### config.mk
export PLATFORM = sky130hd
export DESIGN_NAME = rios_top
export DESIGN_NICKNAME = d
export VERILOG_FILES = /design/src/rios_pkg.sv /design/src/rios_flash.sv /design/src/rios_top.sv
export SDC_FILE = /design/constraint.sdc
export NUM_CORES = 1
export LEC_CHECK = 0
export BUFFER_PORTS_ARGS = -buffer_cell sky130_fd_sc_hd__buf_2
export CAP_MARGIN = 20
export CORE_ASPECT_RATIO = 0.75
export CORE_MARGIN = 2
export CORE_UTILIZATION = 45
export CTS_CLUSTER_DIAMETER = 200
export CTS_CLUSTER_SIZE = 10
export DETAILED_ROUTE_END_ITERATION = 10
export PLACE_DENSITY = 0.73
export REMOVE_ABC_BUFFERS = 1
export SLEW_MARGIN = 20
export SYNTH_ARGS = -nofsm -noshare
export SYNTH_HDL_FRONTEND = slang
export SYNTH_SLANG_ARGS = --single-unit
### constraint.sdc
create_clock -name clock -period 1.9 [get_ports clock]
set_input_delay 0.095 -clock clock [delete_from_list [all_inputs] [get_ports clock]]
set_output_delay 0.095 -clock clock [all_outputs]
set_load 0.05 [all_outputs]
### src/rios_pkg.sv
// package: constants and types for the remote i/o status indicator block
package rios_pkg;

   localparam int unsigned CLK_HZ        = 50_000_000;
   localparam int unsigned CHAN_COUNT    = 16;

   // flash base tick period, and pattern lengths counted in ticks
   localparam int unsigned TICK_NS       = 50_000_000;
   localparam int unsigned TICK_CYCLES   = (TICK_NS / 20 > 0) ? TICK_NS / 20 : 1;
   localparam int unsigned FLASH_ON_TK   = 4;
   localparam int unsigned FLASH_OFF_TK  = 4;
   localparam int unsigned SINGLE_OFF_TK = 20;
   localparam int unsigned DOUBLE_GAP_TK = 4;
   localparam int unsigned DOUBLE_OFF_TK = 20;
   localparam int unsigned TK_W          = 6;

   // port direction variants
   typedef enum logic [1:0] {
      RIOS_DIR_IN_OUT  = 2'h0,
      RIOS_DIR_IN_IN   = 2'h1,
      RIOS_DIR_OUT_OUT = 2'h2
   } rios_dir_e;

   // fieldbus state machine state as reported by the link controller
   typedef enum logic [3:0] {
      RIOS_ST_INIT   = 4'h1,
      RIOS_ST_PREOP  = 4'h2,
      RIOS_ST_SAFEOP = 4'h4,
      RIOS_ST_OP     = 4'h8
   } rios_bus_e;

   typedef enum logic [2:0] {
      RIOS_PAT_CONT   = 3'h0,
      RIOS_PAT_SINGLE = 3'h1,
      RIOS_PAT_DOUBLE = 3'h2
   } rios_pat_e;

   typedef struct packed {
      logic [15:0] port0;
      logic [15:0] port1;
   } rios_chan_s;

   typedef struct packed {
      logic run_lamp;
      logic err_lamp;
   } rios_stat_s;

   // interrupt status bit positions
   localparam int unsigned IRQ_STATE_CHG = 0;
   localparam int unsigned IRQ_FAULT_ON  = 1;
   localparam int unsigned IRQ_W         = 2;

endpackage

### src/rios_flash.sv
// flash pattern generator driven by a shared tick
`timescale 1ns/100ps
module rios_flash
   import rios_pkg::*;
#(
   parameter rios_pat_e PATTERN = RIOS_PAT_CONT
) (
   // clock and reset
   input  wire logic clock,
   input  wire logic resetn,
   // control
   input  wire logic tick,
   input  wire logic enable,
   // lamp
   output logic      lamp_ff
);
   import rios_pkg::*;

   localparam logic [TK_W-1:0] ON_TK  = TK_W'(FLASH_ON_TK);
   localparam logic [TK_W-1:0] OFF_TK = TK_W'(FLASH_OFF_TK);
   localparam logic [TK_W-1:0] GAP_TK = TK_W'(DOUBLE_GAP_TK);
   localparam logic [TK_W-1:0] SOF_TK = TK_W'(SINGLE_OFF_TK);
   localparam logic [TK_W-1:0] DOF_TK = TK_W'(DOUBLE_OFF_TK);

   // first lit phase, dark gap, second lit phase (double only), long dark (double only)
   typedef enum logic [3:0] {
      RIOS_PH_LIT1 = 4'h1,
      RIOS_PH_GAP  = 4'h2,
      RIOS_PH_LIT2 = 4'h4,
      RIOS_PH_DARK = 4'h8
   } rios_phase_e;

   rios_phase_e     phase_ff;
   logic [TK_W-1:0] cnt_ff;
   rios_phase_e     nxt_phase;
   logic [TK_W-1:0] limit;
   wire             phase_end = tick && (cnt_ff >= limit - TK_W'(1));

   always_comb begin
      limit     = ON_TK;
      nxt_phase = RIOS_PH_LIT1;
      unique case (phase_ff)
         RIOS_PH_LIT1: begin
            limit     = ON_TK;
            nxt_phase = RIOS_PH_GAP;
         end
         RIOS_PH_GAP: begin
            limit     = (PATTERN == RIOS_PAT_CONT) ? OFF_TK :
                        (PATTERN == RIOS_PAT_SINGLE) ? SOF_TK : GAP_TK;
            nxt_phase = (PATTERN == RIOS_PAT_DOUBLE) ? RIOS_PH_LIT2 : RIOS_PH_LIT1;
         end
         RIOS_PH_LIT2: begin
            limit     = ON_TK;
            nxt_phase = RIOS_PH_DARK;
         end
         RIOS_PH_DARK: begin
            limit     = DOF_TK;
            nxt_phase = RIOS_PH_LIT1;
         end
         default: begin
            limit     = ON_TK;
            nxt_phase = RIOS_PH_LIT1;
         end
      endcase
   end

   // restart from a lit phase so a newly selected pattern shows at once
   always_ff @(posedge clock or negedge resetn) begin
      if (!resetn) begin
         phase_ff <= RIOS_PH_LIT1;
         cnt_ff   <= '0;
         lamp_ff  <= 1'b0;
      end else if (!enable) begin
         phase_ff <= RIOS_PH_LIT1;
         cnt_ff   <= '0;
         lamp_ff  <= 1'b0;
      end else begin
         lamp_ff <= (phase_ff == RIOS_PH_LIT1) || (phase_ff == RIOS_PH_LIT2);
         if (phase_end) begin
            cnt_ff   <= '0;
            phase_ff <= nxt_phase;
         end else if (tick) begin
            cnt_ff <= cnt_ff + TK_W'(1);
         end
      end
   end

endmodule

### src/rios_top.sv
// remote i/o status indicators: channel lamps, run lamp, fault lamp, interrupt
//
// The plain strobed port and the register addresses were decided locally.
`timescale 1ns/100ps

module rios_top
   import rios_pkg::*;
(
   // clock and reset
   input  wire logic        clock,
   input  wire logic        resetn,
   // variant and controller-side channel activation
   input  wire rios_dir_e   port_dir,
   input  wire rios_chan_s  ctrl_in_act,
   input  wire rios_chan_s  ctrl_out_act,
   // fieldbus status
   input  wire rios_bus_e   bus_state,
   input  wire logic        link_down,
   input  wire logic        conn_error,
   // register port
   input  wire logic [3:0]  reg_addr,
   input  wire logic [31:0] reg_wdata,
   input  wire logic        reg_wr,
   input  wire logic        reg_rd,
   output logic [31:0]      reg_rdata_ff,
   // lamps and interrupt
   output rios_chan_s       chan_lamp_ff,
   output logic             run_green_ff,
   output logic             err_red_ff,
   output logic             irq_ff
);
   import rios_pkg::*;

   // register map: status (read), clear (write ones), enable, state readback
   localparam logic [3:0] REG_STATUS = 4'h0;
   localparam logic [3:0] REG_CLEAR  = 4'h4;
   localparam logic [3:0] REG_ENABLE = 4'h8;
   localparam logic [3:0] REG_STATE  = 4'hC;
   localparam logic [31:0] TICK_MAX  = 32'(TICK_CYCLES - 1);

   // shared prescaler tick; one divider keeps all patterns in step
   logic [31:0] pre_ff;
   logic        tick_ff;
   wire         pre_wrap = (pre_ff == TICK_MAX);
   wire  [31:0] nxt_pre  = pre_wrap ? 32'h0 : pre_ff + 32'h1;

   // the tick is a one-cycle enable pulse, never a second clock
   always_ff @(posedge clock or negedge resetn) begin
      if (!resetn) begin
         pre_ff  <= '0;
         tick_ff <= 1'b0;
      end else begin
         tick_ff <= pre_wrap;
         pre_ff  <= nxt_pre;
      end
   end

   // channel lamp source: inputs or outputs per port, per the variant
   // in_out: port0 inputs, port1 outputs; in_in: both inputs; out_out: both
   // outputs; the spare code shows inputs on both banks
   wire p0_is_out = (port_dir == RIOS_DIR_OUT_OUT);
   wire p1_is_out = (port_dir == RIOS_DIR_IN_OUT) || (port_dir == RIOS_DIR_OUT_OUT);
   wire rios_chan_s nxt_chan;

   generate
      for (genvar i = 0; i < CHAN_COUNT; i++) begin : g_chan
         // activation state only; a lamp/terminal mismatch reveals wiring faults
         wire act_in0  = ctrl_in_act.port0[i];
         wire act_out0 = ctrl_out_act.port0[i];
         wire act_in1  = ctrl_in_act.port1[i];
         wire act_out1 = ctrl_out_act.port1[i];
         assign nxt_chan.port0[i] = p0_is_out ? act_out0 : act_in0;
         assign nxt_chan.port1[i] = p1_is_out ? act_out1 : act_in1;
      end
   endgenerate

   // fieldbus state and fault decode
   wire in_preop  = (bus_state == RIOS_ST_PREOP);
   wire in_safeop = (bus_state == RIOS_ST_SAFEOP);
   wire fault     = link_down | conn_error;

   // flash generators; each restarts lit when selected, so a new state
   // shows at once instead of waiting for the next tick
   logic single_lamp;
   logic cont_lamp;
   logic double_lamp;

   rios_flash #(.PATTERN(RIOS_PAT_SINGLE)) u_single (
      .clock   (clock),
      .resetn  (resetn),
      .tick    (tick_ff),
      .enable  (in_preop),
      .lamp_ff (single_lamp)
   );
   rios_flash #(.PATTERN(RIOS_PAT_CONT)) u_cont (
      .clock   (clock),
      .resetn  (resetn),
      .tick    (tick_ff),
      .enable  (in_safeop),
      .lamp_ff (cont_lamp)
   );
   rios_flash #(.PATTERN(RIOS_PAT_DOUBLE)) u_double (
      .clock   (clock),
      .resetn  (resetn),
      .tick    (tick_ff),
      .enable  (fault),
      .lamp_ff (double_lamp)
   );

   // run lamp is green only; the single and continuous patterns land on the green output, the double goes to red
   logic nxt_run;
   always_comb begin
      nxt_run = 1'b0;
      unique case (bus_state)
         RIOS_ST_INIT:   nxt_run = 1'b0;
         RIOS_ST_PREOP:  nxt_run = single_lamp;
         RIOS_ST_SAFEOP: nxt_run = cont_lamp;
         RIOS_ST_OP:     nxt_run = 1'b1;
         default:        nxt_run = 1'b0;
      endcase
   end

   // interrupt events: a fieldbus state change and the start of a link fault
   rios_bus_e        last_state_ff;
   logic             last_fault_ff;
   logic [IRQ_W-1:0] irq_stat_ff;
   logic [IRQ_W-1:0] irq_en_ff;

   wire             state_chg = (bus_state != last_state_ff);
   wire             fault_on  = fault & ~last_fault_ff;
   wire [IRQ_W-1:0] irq_event;

   assign irq_event[IRQ_STATE_CHG] = state_chg;
   assign irq_event[IRQ_FAULT_ON]  = fault_on;

   // register decode; writes to status, state or unmapped words are dropped
   wire             hit_status = (reg_addr == REG_STATUS);
   wire             hit_clear  = (reg_addr == REG_CLEAR);
   wire             hit_enable = (reg_addr == REG_ENABLE);
   wire             hit_state  = (reg_addr == REG_STATE);
   wire             wr_clear   = reg_wr && hit_clear;
   wire             wr_enable  = reg_wr && hit_enable;
   wire [IRQ_W-1:0] clr_mask   = wr_clear ? reg_wdata[IRQ_W-1:0] : '0;
   // set beats clear so a simultaneous event is never lost
   wire [IRQ_W-1:0] nxt_stat   = (irq_stat_ff & ~clr_mask) | irq_event;
   wire [IRQ_W-1:0] nxt_en     = wr_enable ? reg_wdata[IRQ_W-1:0] : irq_en_ff;
   wire             nxt_irq    = |(irq_stat_ff & irq_en_ff);

   // read words; state holds fault at bit 5, both-outputs at bit 4, bus state below
   wire [31:0] word_status = {30'h0, irq_stat_ff};
   wire [31:0] word_enable = {30'h0, irq_en_ff};
   wire [31:0] word_state  = {26'h0, fault, (port_dir == RIOS_DIR_OUT_OUT), last_state_ff};
   // clear reads as zero; idle cycles and unmapped words read zero too
   wire [31:0] nxt_rdata   = !reg_rd    ? 32'h0       :
                             hit_status ? word_status :
                             hit_enable ? word_enable :
                             hit_state  ? word_state  :
                             32'h0;

   // channel lamps follow activation one cycle late
   always_ff @(posedge clock or negedge resetn) begin
      if (!resetn) begin
         chan_lamp_ff <= '0;
      end else begin
         chan_lamp_ff <= nxt_chan;
      end
   end

   // green run lamp
   always_ff @(posedge clock or negedge resetn) begin
      if (!resetn) begin
         run_green_ff <= 1'b0;
      end else begin
         run_green_ff <= nxt_run;
      end
   end

   // red lamp gated by the live fault, so it drops with the fault mid-flash
   always_ff @(posedge clock or negedge resetn) begin
      if (!resetn) begin
         err_red_ff <= 1'b0;
      end else begin
         err_red_ff <= fault & double_lamp;
      end
   end

   // edge history; reset values match the idle inputs, so no false event
   always_ff @(posedge clock or negedge resetn) begin
      if (!resetn) begin
         last_state_ff <= RIOS_ST_INIT;
         last_fault_ff <= 1'b0;
      end else begin
         last_state_ff <= bus_state;
         last_fault_ff <= fault;
      end
   end

   // sticky status and its enable mask
   always_ff @(posedge clock or negedge resetn) begin
      if (!resetn) begin
         irq_stat_ff <= '0;
         irq_en_ff   <= '0;
      end else begin
         irq_stat_ff <= nxt_stat;
         irq_en_ff   <= nxt_en;
      end
   end

   // interrupt line is a flop, so it trails the status bit by one cycle
   always_ff @(posedge clock or negedge resetn) begin
      if (!resetn) begin
         irq_ff <= 1'b0;
      end else begin
         irq_ff <= nxt_irq;
      end
   end

   // read data stands only in the cycle after the strobe
   always_ff @(posedge clock or negedge resetn) begin
      if (!resetn) begin
         reg_rdata_ff <= '0;
      end else begin
         reg_rdata_ff <= nxt_rdata;
      end
   end

endmodule

== Word level (Yosys, flattened, before mapping) ==
Cells that the tools add are included.
Word-level totals
  register bits: 116
  input bits: 112
  output and inout bits: 67
  word-level logic and storage cells: 141
Cells by class
  $lt $le $gt $ge: 3
  bitwise gates (word level): 8
  equal/unequal tests: 26
  add/sub/neg operators: 7
  muxes and demuxes: 63
  reductions and logical operators: 13
Operator list (count)
  $mux 6: 13
  $mux 1: 35
  $add 32x1->32 const B: 1
  $eq 32x22->1 const B: 1
  $mux 32: 1
  $eq 4x4->1 const B: 6
  $mux 4: 6
  $eq 4x3->1 const B: 5
  $add 6x1->6 const B: 3
  $ge 6x6->1: 3
  $sub 5x1->6 const B: 3
  $pmux 4 s2: 2
  $mux 5: 3
  $eq 4x1->1 const B: 3
  $eq 4x2->1 const B: 3
  $pmux 4 s3: 1
  $ne 3x3->1 const B: 2
  $logic_and 1x1->1: 5
  $and 2x2->2: 2
  $logic_not 4->1: 1
  $logic_or 1x1->1: 4
  $ne 2x2->1 const B: 2
  $ne 4x4->1: 1
  $reduce_or 2->1: 2
  other kinds (11): 12

== Longest topological paths before layout ==
  depth in word-level cells: 8
  depth in mapped cells: 8
  mapped depth without buffers: 7

== Hierarchy ==
Synthesis repeated with hierarchy kept, for this count alone.
Second synthesis, totals
  cells, all modules: 455
  area total of the unflattened synthesis: 5238.8 µm²
By module, submodules not included
  rios_top: times used 1, cells each 312, area each 3716.1 µm², sequential area each 2078.2 µm²
  rios_flash at u_double: times used 1, cells each 67, area each 661.9 µm², sequential area each 276.5 µm²
  rios_flash at u_single: times used 1, cells each 46, area each 474.2 µm², sequential area each 226.5 µm²
  rios_flash at u_cont: times used 1, cells each 30, area each 386.6 µm², sequential area each 226.5 µm²

== Worst setup path before layout ==
Ideal clock, no wire load.
  path type: register -> register
  start point: register u_single.phase_ff[0]
  end point: register u_single.cnt_ff[3]
  stages on the path, launching flop included: 8
  setup time: 0.077 ns
  arrival: 1.911 ns
  period minus slack after synthesis: 1.987 ns
  path slack: -0.087 ns
  path buffers: 0
  data required time: 1.823 ns
  path through: dfstp_2 inv_1 nand2_1 ha_1 o31a_1 or4_4 or4_1 o21ai_1
On the way
  longest elaborated chain between the ends: 8
  elaborated cells between the ends (all ways): 10
  classes of those cells: add/sub: 1; order compare: 1; eq/ne: 3; mux: 3; reduce/logical: 2
Ends and longest elaborated chain
  start: declaration: RTL line rios_flash.sv:33  | rios_phase_e phase_ff;
  start signal: assignment: RTL line rios_flash.sv:81  | phase_ff <= nxt_phase;
  $eq 4x2->1 / $eq 4x4->1 (equally long branches): RTL line rios_flash.sv:42  | unique case (phase_ff)
  $reduce_or 2->1 (no line) (*)
  $mux 5 (*): RTL line rios_flash.sv:42
  $sub 5x1->6 (*): RTL line rios_flash.sv:37  | wire phase_end = tick && (cnt_ff >= limit - TK_W'(1));
  $ge 6x6->1 (*): RTL line rios_flash.sv:37
  $logic_and 1x1->1 (*): RTL line rios_flash.sv:37
  $mux 6: RTL line rios_flash.sv:79  | if (phase_end) begin
  $mux 6: RTL line rios_flash.sv:73  | end else if (!enable) begin
  end signal: assignment: RTL line rios_flash.sv:83  | cnt_ff <= cnt_ff + TK_W'(1);
  end: declaration: RTL line rios_flash.sv:34  | logic [TK_W-1:0] cnt_ff;
Mark *: on every way between the ends. The rest lies on a longest branch, timed or not.
A chain may end at the register's enable or synchronous reset.

== Final worst setup path ==
Same ends and word-level chain as after synthesis.

==> results.py <==
metrics = {
    "place": {
        "placedCellCount": 729,
        "port_buffers": 122,
        "gpl.final_weighted_congestion": 0.852,
        "detailed_place.area_um2": 6060,
        "detailed_place_hpwl_mm": 8.11,
    },
    "detailed_routing": {
        "postRouteAntennaNets": 0,
        "route.detailed.vias_per_inst": 5.05,
        "drt-total-wl_mm": 12.3,
        "drt_pre_antenna_iters": 4,
        "detailedRoute.firstIterationViolations": 172,
        "detailed_route_wire_length_per_cell_um": 15.2,
        "detail_route.drc_violations": 0,
        "total_number_of_vias": 4101,
    },
    "run_status": {
        "violations_in_the_final_reports": "negative setup slack",
        "run_status": "finished with violations",
    },
    "critical_path": {
        "worstPathBufferInverterCount": 1,
        "critical-path-max-stage-delay_ps": 520,
        "worst-endpoint-arrival_ps": 2270,
        "critPathMaxFanout": 2,
        "cpLargestDelayFamily": "simple AND/OR/NAND/NOR gates",
        "critical_path.cell_chain": "inv_2, nand2_2, ha_4, o31a_1, or4_4, or4_1, o21ai_1",
        "required_time_of_the_critical_path_ps": 2170,
        "worstSetupPathType": "reg -> reg",
        "r2r.worst_path.cells": 7,
        "crit_path_top_delay_cell": "sky130_fd_sc_hd__dfstp_2",
        "regToRegSetupSlack_ps": -100,
        "timing.rr.start": "u_single.phase_ff[0]$_DFFE_PN1P_",
        "crit_path_end_kind": "register",
        "worst_r2r_endpoint": "u_single.cnt_ff[3]$_DFFE_PN0P_",
        "setup.worst_path.start_class": "register",
    },
    "sta": {
        "clock_skew_ps": 6.30,
        "report.final.hold_viol_count": 0,
        "min_setup_slack_post_route_ps": -104,
        "min_period_over_period_pct": 105,
        "period_minus_slack_ps": 2000,
        "max_freq_mhz": 499,
        "fin_tns_setup_ps": -104,
        "rsz0062_at_grt": "true",
        "worst-slew-pin-transition_ps": 543,
        "max-slew-margin-rel_pct": 63.8,
        "report.final.setup_viol": 1,
        "drv_slew": 0,
    },
    "clocking": {
        "clock-root-buffer": "sky130_fd_sc_hd__clkbuf_16",
        "max_buffers_root_to_sink": 2,
        "path_clk_slew_ps": 70,
        "h-tree-depth": 3,
        "clkLatencyLatePin_ps": 340,
        "cts_num_sinks": 112,
        "cts_made_buffers": 9,
        "tritoncts": "built",
    },
    "min_path": {
        "hold_path_startpoint": "reg_wdata[0]",
        "hold_depth": 2,
        "hold_end": "irq_en_ff[0]$_DFFE_PN0P_",
        "holdCritPathClass": "in -> reg",
    },
    "synthesis": {
        "yosysTopAreaCell": "sky130_fd_sc_hd__dfrtp_1",
        "netlist_area_before_placement_um2": 5070,
        "postSynthAreaPerCell_um2": 11.6,
        "synth-async-reset-ratio_pct": 100,
        "synth_edf_count": 0,
        "yosys-top-cells-count": "sky130_fd_sc_hd__dfrtp_1, sky130_fd_sc_hd__mux2_2, sky130_fd_sc_hd__nor2_1",
        "top_cells_by_area_in_the_synthesized_netlist": "sky130_fd_sc_hd__dfrtp_1, sky130_fd_sc_hd__mux2_2, sky130_fd_sc_hd__buf_4",
        "synthDistinctLibCells": 54,
        "yosys_most_used_dff": "sky130_fd_sc_hd__dfrtp_1",
        "seq_area_frac_synth_pct": 55.3,
        "synth_largest_type_area_fraction_pct": 53.3,
        "most_frequent_cell_after_synthesis": "sky130_fd_sc_hd__dfrtp_1",
        "ys_warn_count": 0,
        "postSynthCellCount": 436,
        "synth.ff_latch_count": 112,
    },
    "global_routing": {
        "track_usage_pct": 21.3,
        "first_global_vias": 4332,
        "number_of_antenna_violations_at_the_first_check_in_global_routing": 0,
        "global_route.overflow_total": 0,
        "grt_first_pass_wirelength_mm": 20.3,
        "grt_start_max_net_pins": 41,
    },
    "cells_and_area": {
        "final_area_um2": 7120,
        "final_net_count": 785,
        "post_route_cells_drive_above_1_share_pct": 36.9,
        "final.fill_count": 786,
        "insertedDiodeCount": 0,
        "utilization_pct": 65.0,
        "fin_cells": 812,
        "synthToLayoutAreaGrowth_pct": 40.3,
    },
    "run": {
        "max_cap_viol_count": 0,
    },
    "power": {
        "cellPowerDensity_nw_per_um2": 782,
        "vdd.ir_drop.worst_mv": 0.583,
        "p_total_mw": 5.56,
        "p_leak_nw": 3.37,
    },
    "die": {
        "core_region_area_um2": 10900,
        "die_height_um": 96.0,
        "fp.dieArea_um2": 12100,
        "die_w_um": 127,
        "start_util_pct": 46.4,
        "boundaryPins": 179,
        "site_rows": 33,
    },
}
## per-layer routing
metal  up-vias  track usage [%]  share of wire [%]
met1      1991             24.7                 41
met3        16             5.78                6.0
met2       133             38.1                 51
li1       1961                -                  -
met4         0             8.06                1.6
met5         -                0                  0
## cell type report
class	count	area, µm²	area share [%]
flip-flops and latches	112	2810	39.5
multi-input cells	303	2170	30.5
repair buffers	233	1630	22.9
clock buffers	11	243	3.41
well taps	140	175	2.46
clock inverters	5	56.3	0.791
inverters	8	30.0	0.422
## logic make-up (layout without fill, tap and decap cells)
| logic type | count (synthesis) | count (layout) | share of synthesized area, % |
|---|---|---|---|
| buffers and inverters | 46 | 257 | 5.35 |
| other | 1 | 26 | 0.0739 |
| and+or+nand+nor | 154 | 154 | 17.0 |
| xor gates and xnor gates | 33 | 33 | 5.70 |
| adders and majority gates | 6 | 6 | 1.48 |
| DFF | 112 | 112 | 55.3 |
| AOI/OAI and AO/OA | 40 | 40 | 5.35 |
| muxes | 44 | 44 | 9.67 |
## cell usage in the layout (no fill, tap or decap), types with 3 or more instances in the layout
master,n
sky130_fd_sc_hd__nand3_1,17
sky130_fd_sc_hd__nand4_1,12
sky130_fd_sc_hd__nand3b_1,3
sky130_fd_sc_hd__or2_2,3
sky130_fd_sc_hd__a21o_1,4
sky130_fd_sc_hd__dlygate4sd3_1,66
sky130_fd_sc_hd__and4_1,6
sky130_fd_sc_hd__nor4b_1,3
sky130_fd_sc_hd__ha_1,4
sky130_fd_sc_hd__nor4_1,7
sky130_fd_sc_hd__buf_2,121
sky130_fd_sc_hd__mux2_2,39
sky130_fd_sc_hd__nor3_1,14
sky130_fd_sc_hd__dfstp_2,4
sky130_fd_sc_hd__clkbuf_16,9
sky130_fd_sc_hd__or3_1,3
sky130_fd_sc_hd__a31oi_1,3
sky130_fd_sc_hd__nor4_2,3
sky130_fd_sc_hd__a21oi_1,8
sky130_fd_sc_hd__mux2i_1,4
sky130_fd_sc_hd__xnor2_1,20
sky130_fd_sc_hd__nor2_1,25
sky130_fd_sc_hd__buf_4,43
sky130_fd_sc_hd__inv_1,7
sky130_fd_sc_hd__nor2b_1,3
sky130_fd_sc_hd__nand2_1,22
sky130_fd_sc_hd__nand2b_1,5
sky130_fd_sc_hd__xor2_1,13
sky130_fd_sc_hd__dfrtp_1,107
sky130_fd_sc_hd__or4_4,4
sky130_fd_sc_hd__o21ai_0,5
sky130_fd_sc_hd__conb_1,26
sky130_fd_sc_hd__nand4b_1,3
sky130_fd_sc_hd__and2_1,8
sky130_fd_sc_hd__and3_1,3
## worst max path at each step
stage,from,to,slack (ps),cells past startpoint
after detailed placement,u_single.phase_ff[0]$_DFFE_PN1P_,u_single.cnt_ff[3]$_DFFE_PN0P_,-150,7
after global placement,u_single.phase_ff[0]$_DFFE_PN1P_,u_single.cnt_ff[3]$_DFFE_PN0P_,-80,7
after global routing,u_single.phase_ff[0]$_DFFE_PN1P_,u_single.cnt_ff[3]$_DFFE_PN0P_,-130,7
final,u_single.phase_ff[0]$_DFFE_PN1P_,u_single.cnt_ff[3]$_DFFE_PN0P_,-100,7
after CTS,u_single.phase_ff[0]$_DFFE_PN1P_,u_single.cnt_ff[3]$_DFFE_PN0P_,-100,7
after floorplan,pre_ff[7]$_DFF_PN0_,pre_ff[31]$_DFF_PN0_,-170,4
## worst register-to-register path, delay by kind of cell (launching register included)
| kind | cells | cell delay, ps |
|---|---|---|
| flip-flops | 1 | 520 |
| buffers and inverters | 1 | 40 |
| adder cells (fa/ha/maj) | 1 | 190 |
| AO/OA/AOI/OAI | 2 | 210 |
| AND/OR/NAND/NOR | 3 | 970 |
## power breakdown
part / internal (mW) / switching (mW)
Clock: 1.06 / 0.820
Sequential: 2.53 / 0.0597
Combinational: 0.433 / 0.667
## state kept, by name, summed over array words and instances (netlist names)
name	count
chan_lamp_ff	32
err_red_ff	1
irq_en_ff	2
irq_ff	1
irq_stat_ff	2
last_fault_ff	1
last_state_ff	4
pre_ff	32
reg_rdata_ff	6
run_green_ff	1
tick_ff	1
u_cont.cnt_ff	6
u_cont.lamp_ff	1
u_cont.phase_ff	2
u_double.cnt_ff	6
u_double.lamp_ff	1
u_double.phase_ff	4
u_single.cnt_ff	6
u_single.lamp_ff	1
u_single.phase_ff	2
## repair_timing
item	CTS	global route
hold buffers	66	0
cloned	0	0
pin swaps	2	6
gates resized for setup	8	12
buffers inserted	0	1
endpoints found under the setup margin	4	19
endpoints found under the hold margin	70	0
## per-stage QoR
step                      worst slack (ps)  hold WS (ps)
after detailed placement              -147           119
after floorplan                       -168          -201
after global routing                  -134          11.1
after CTS                            -97.6          4.48
final                                 -104          10.3
after global placement               -84.5           103
(Power assumes the default switching activity.)
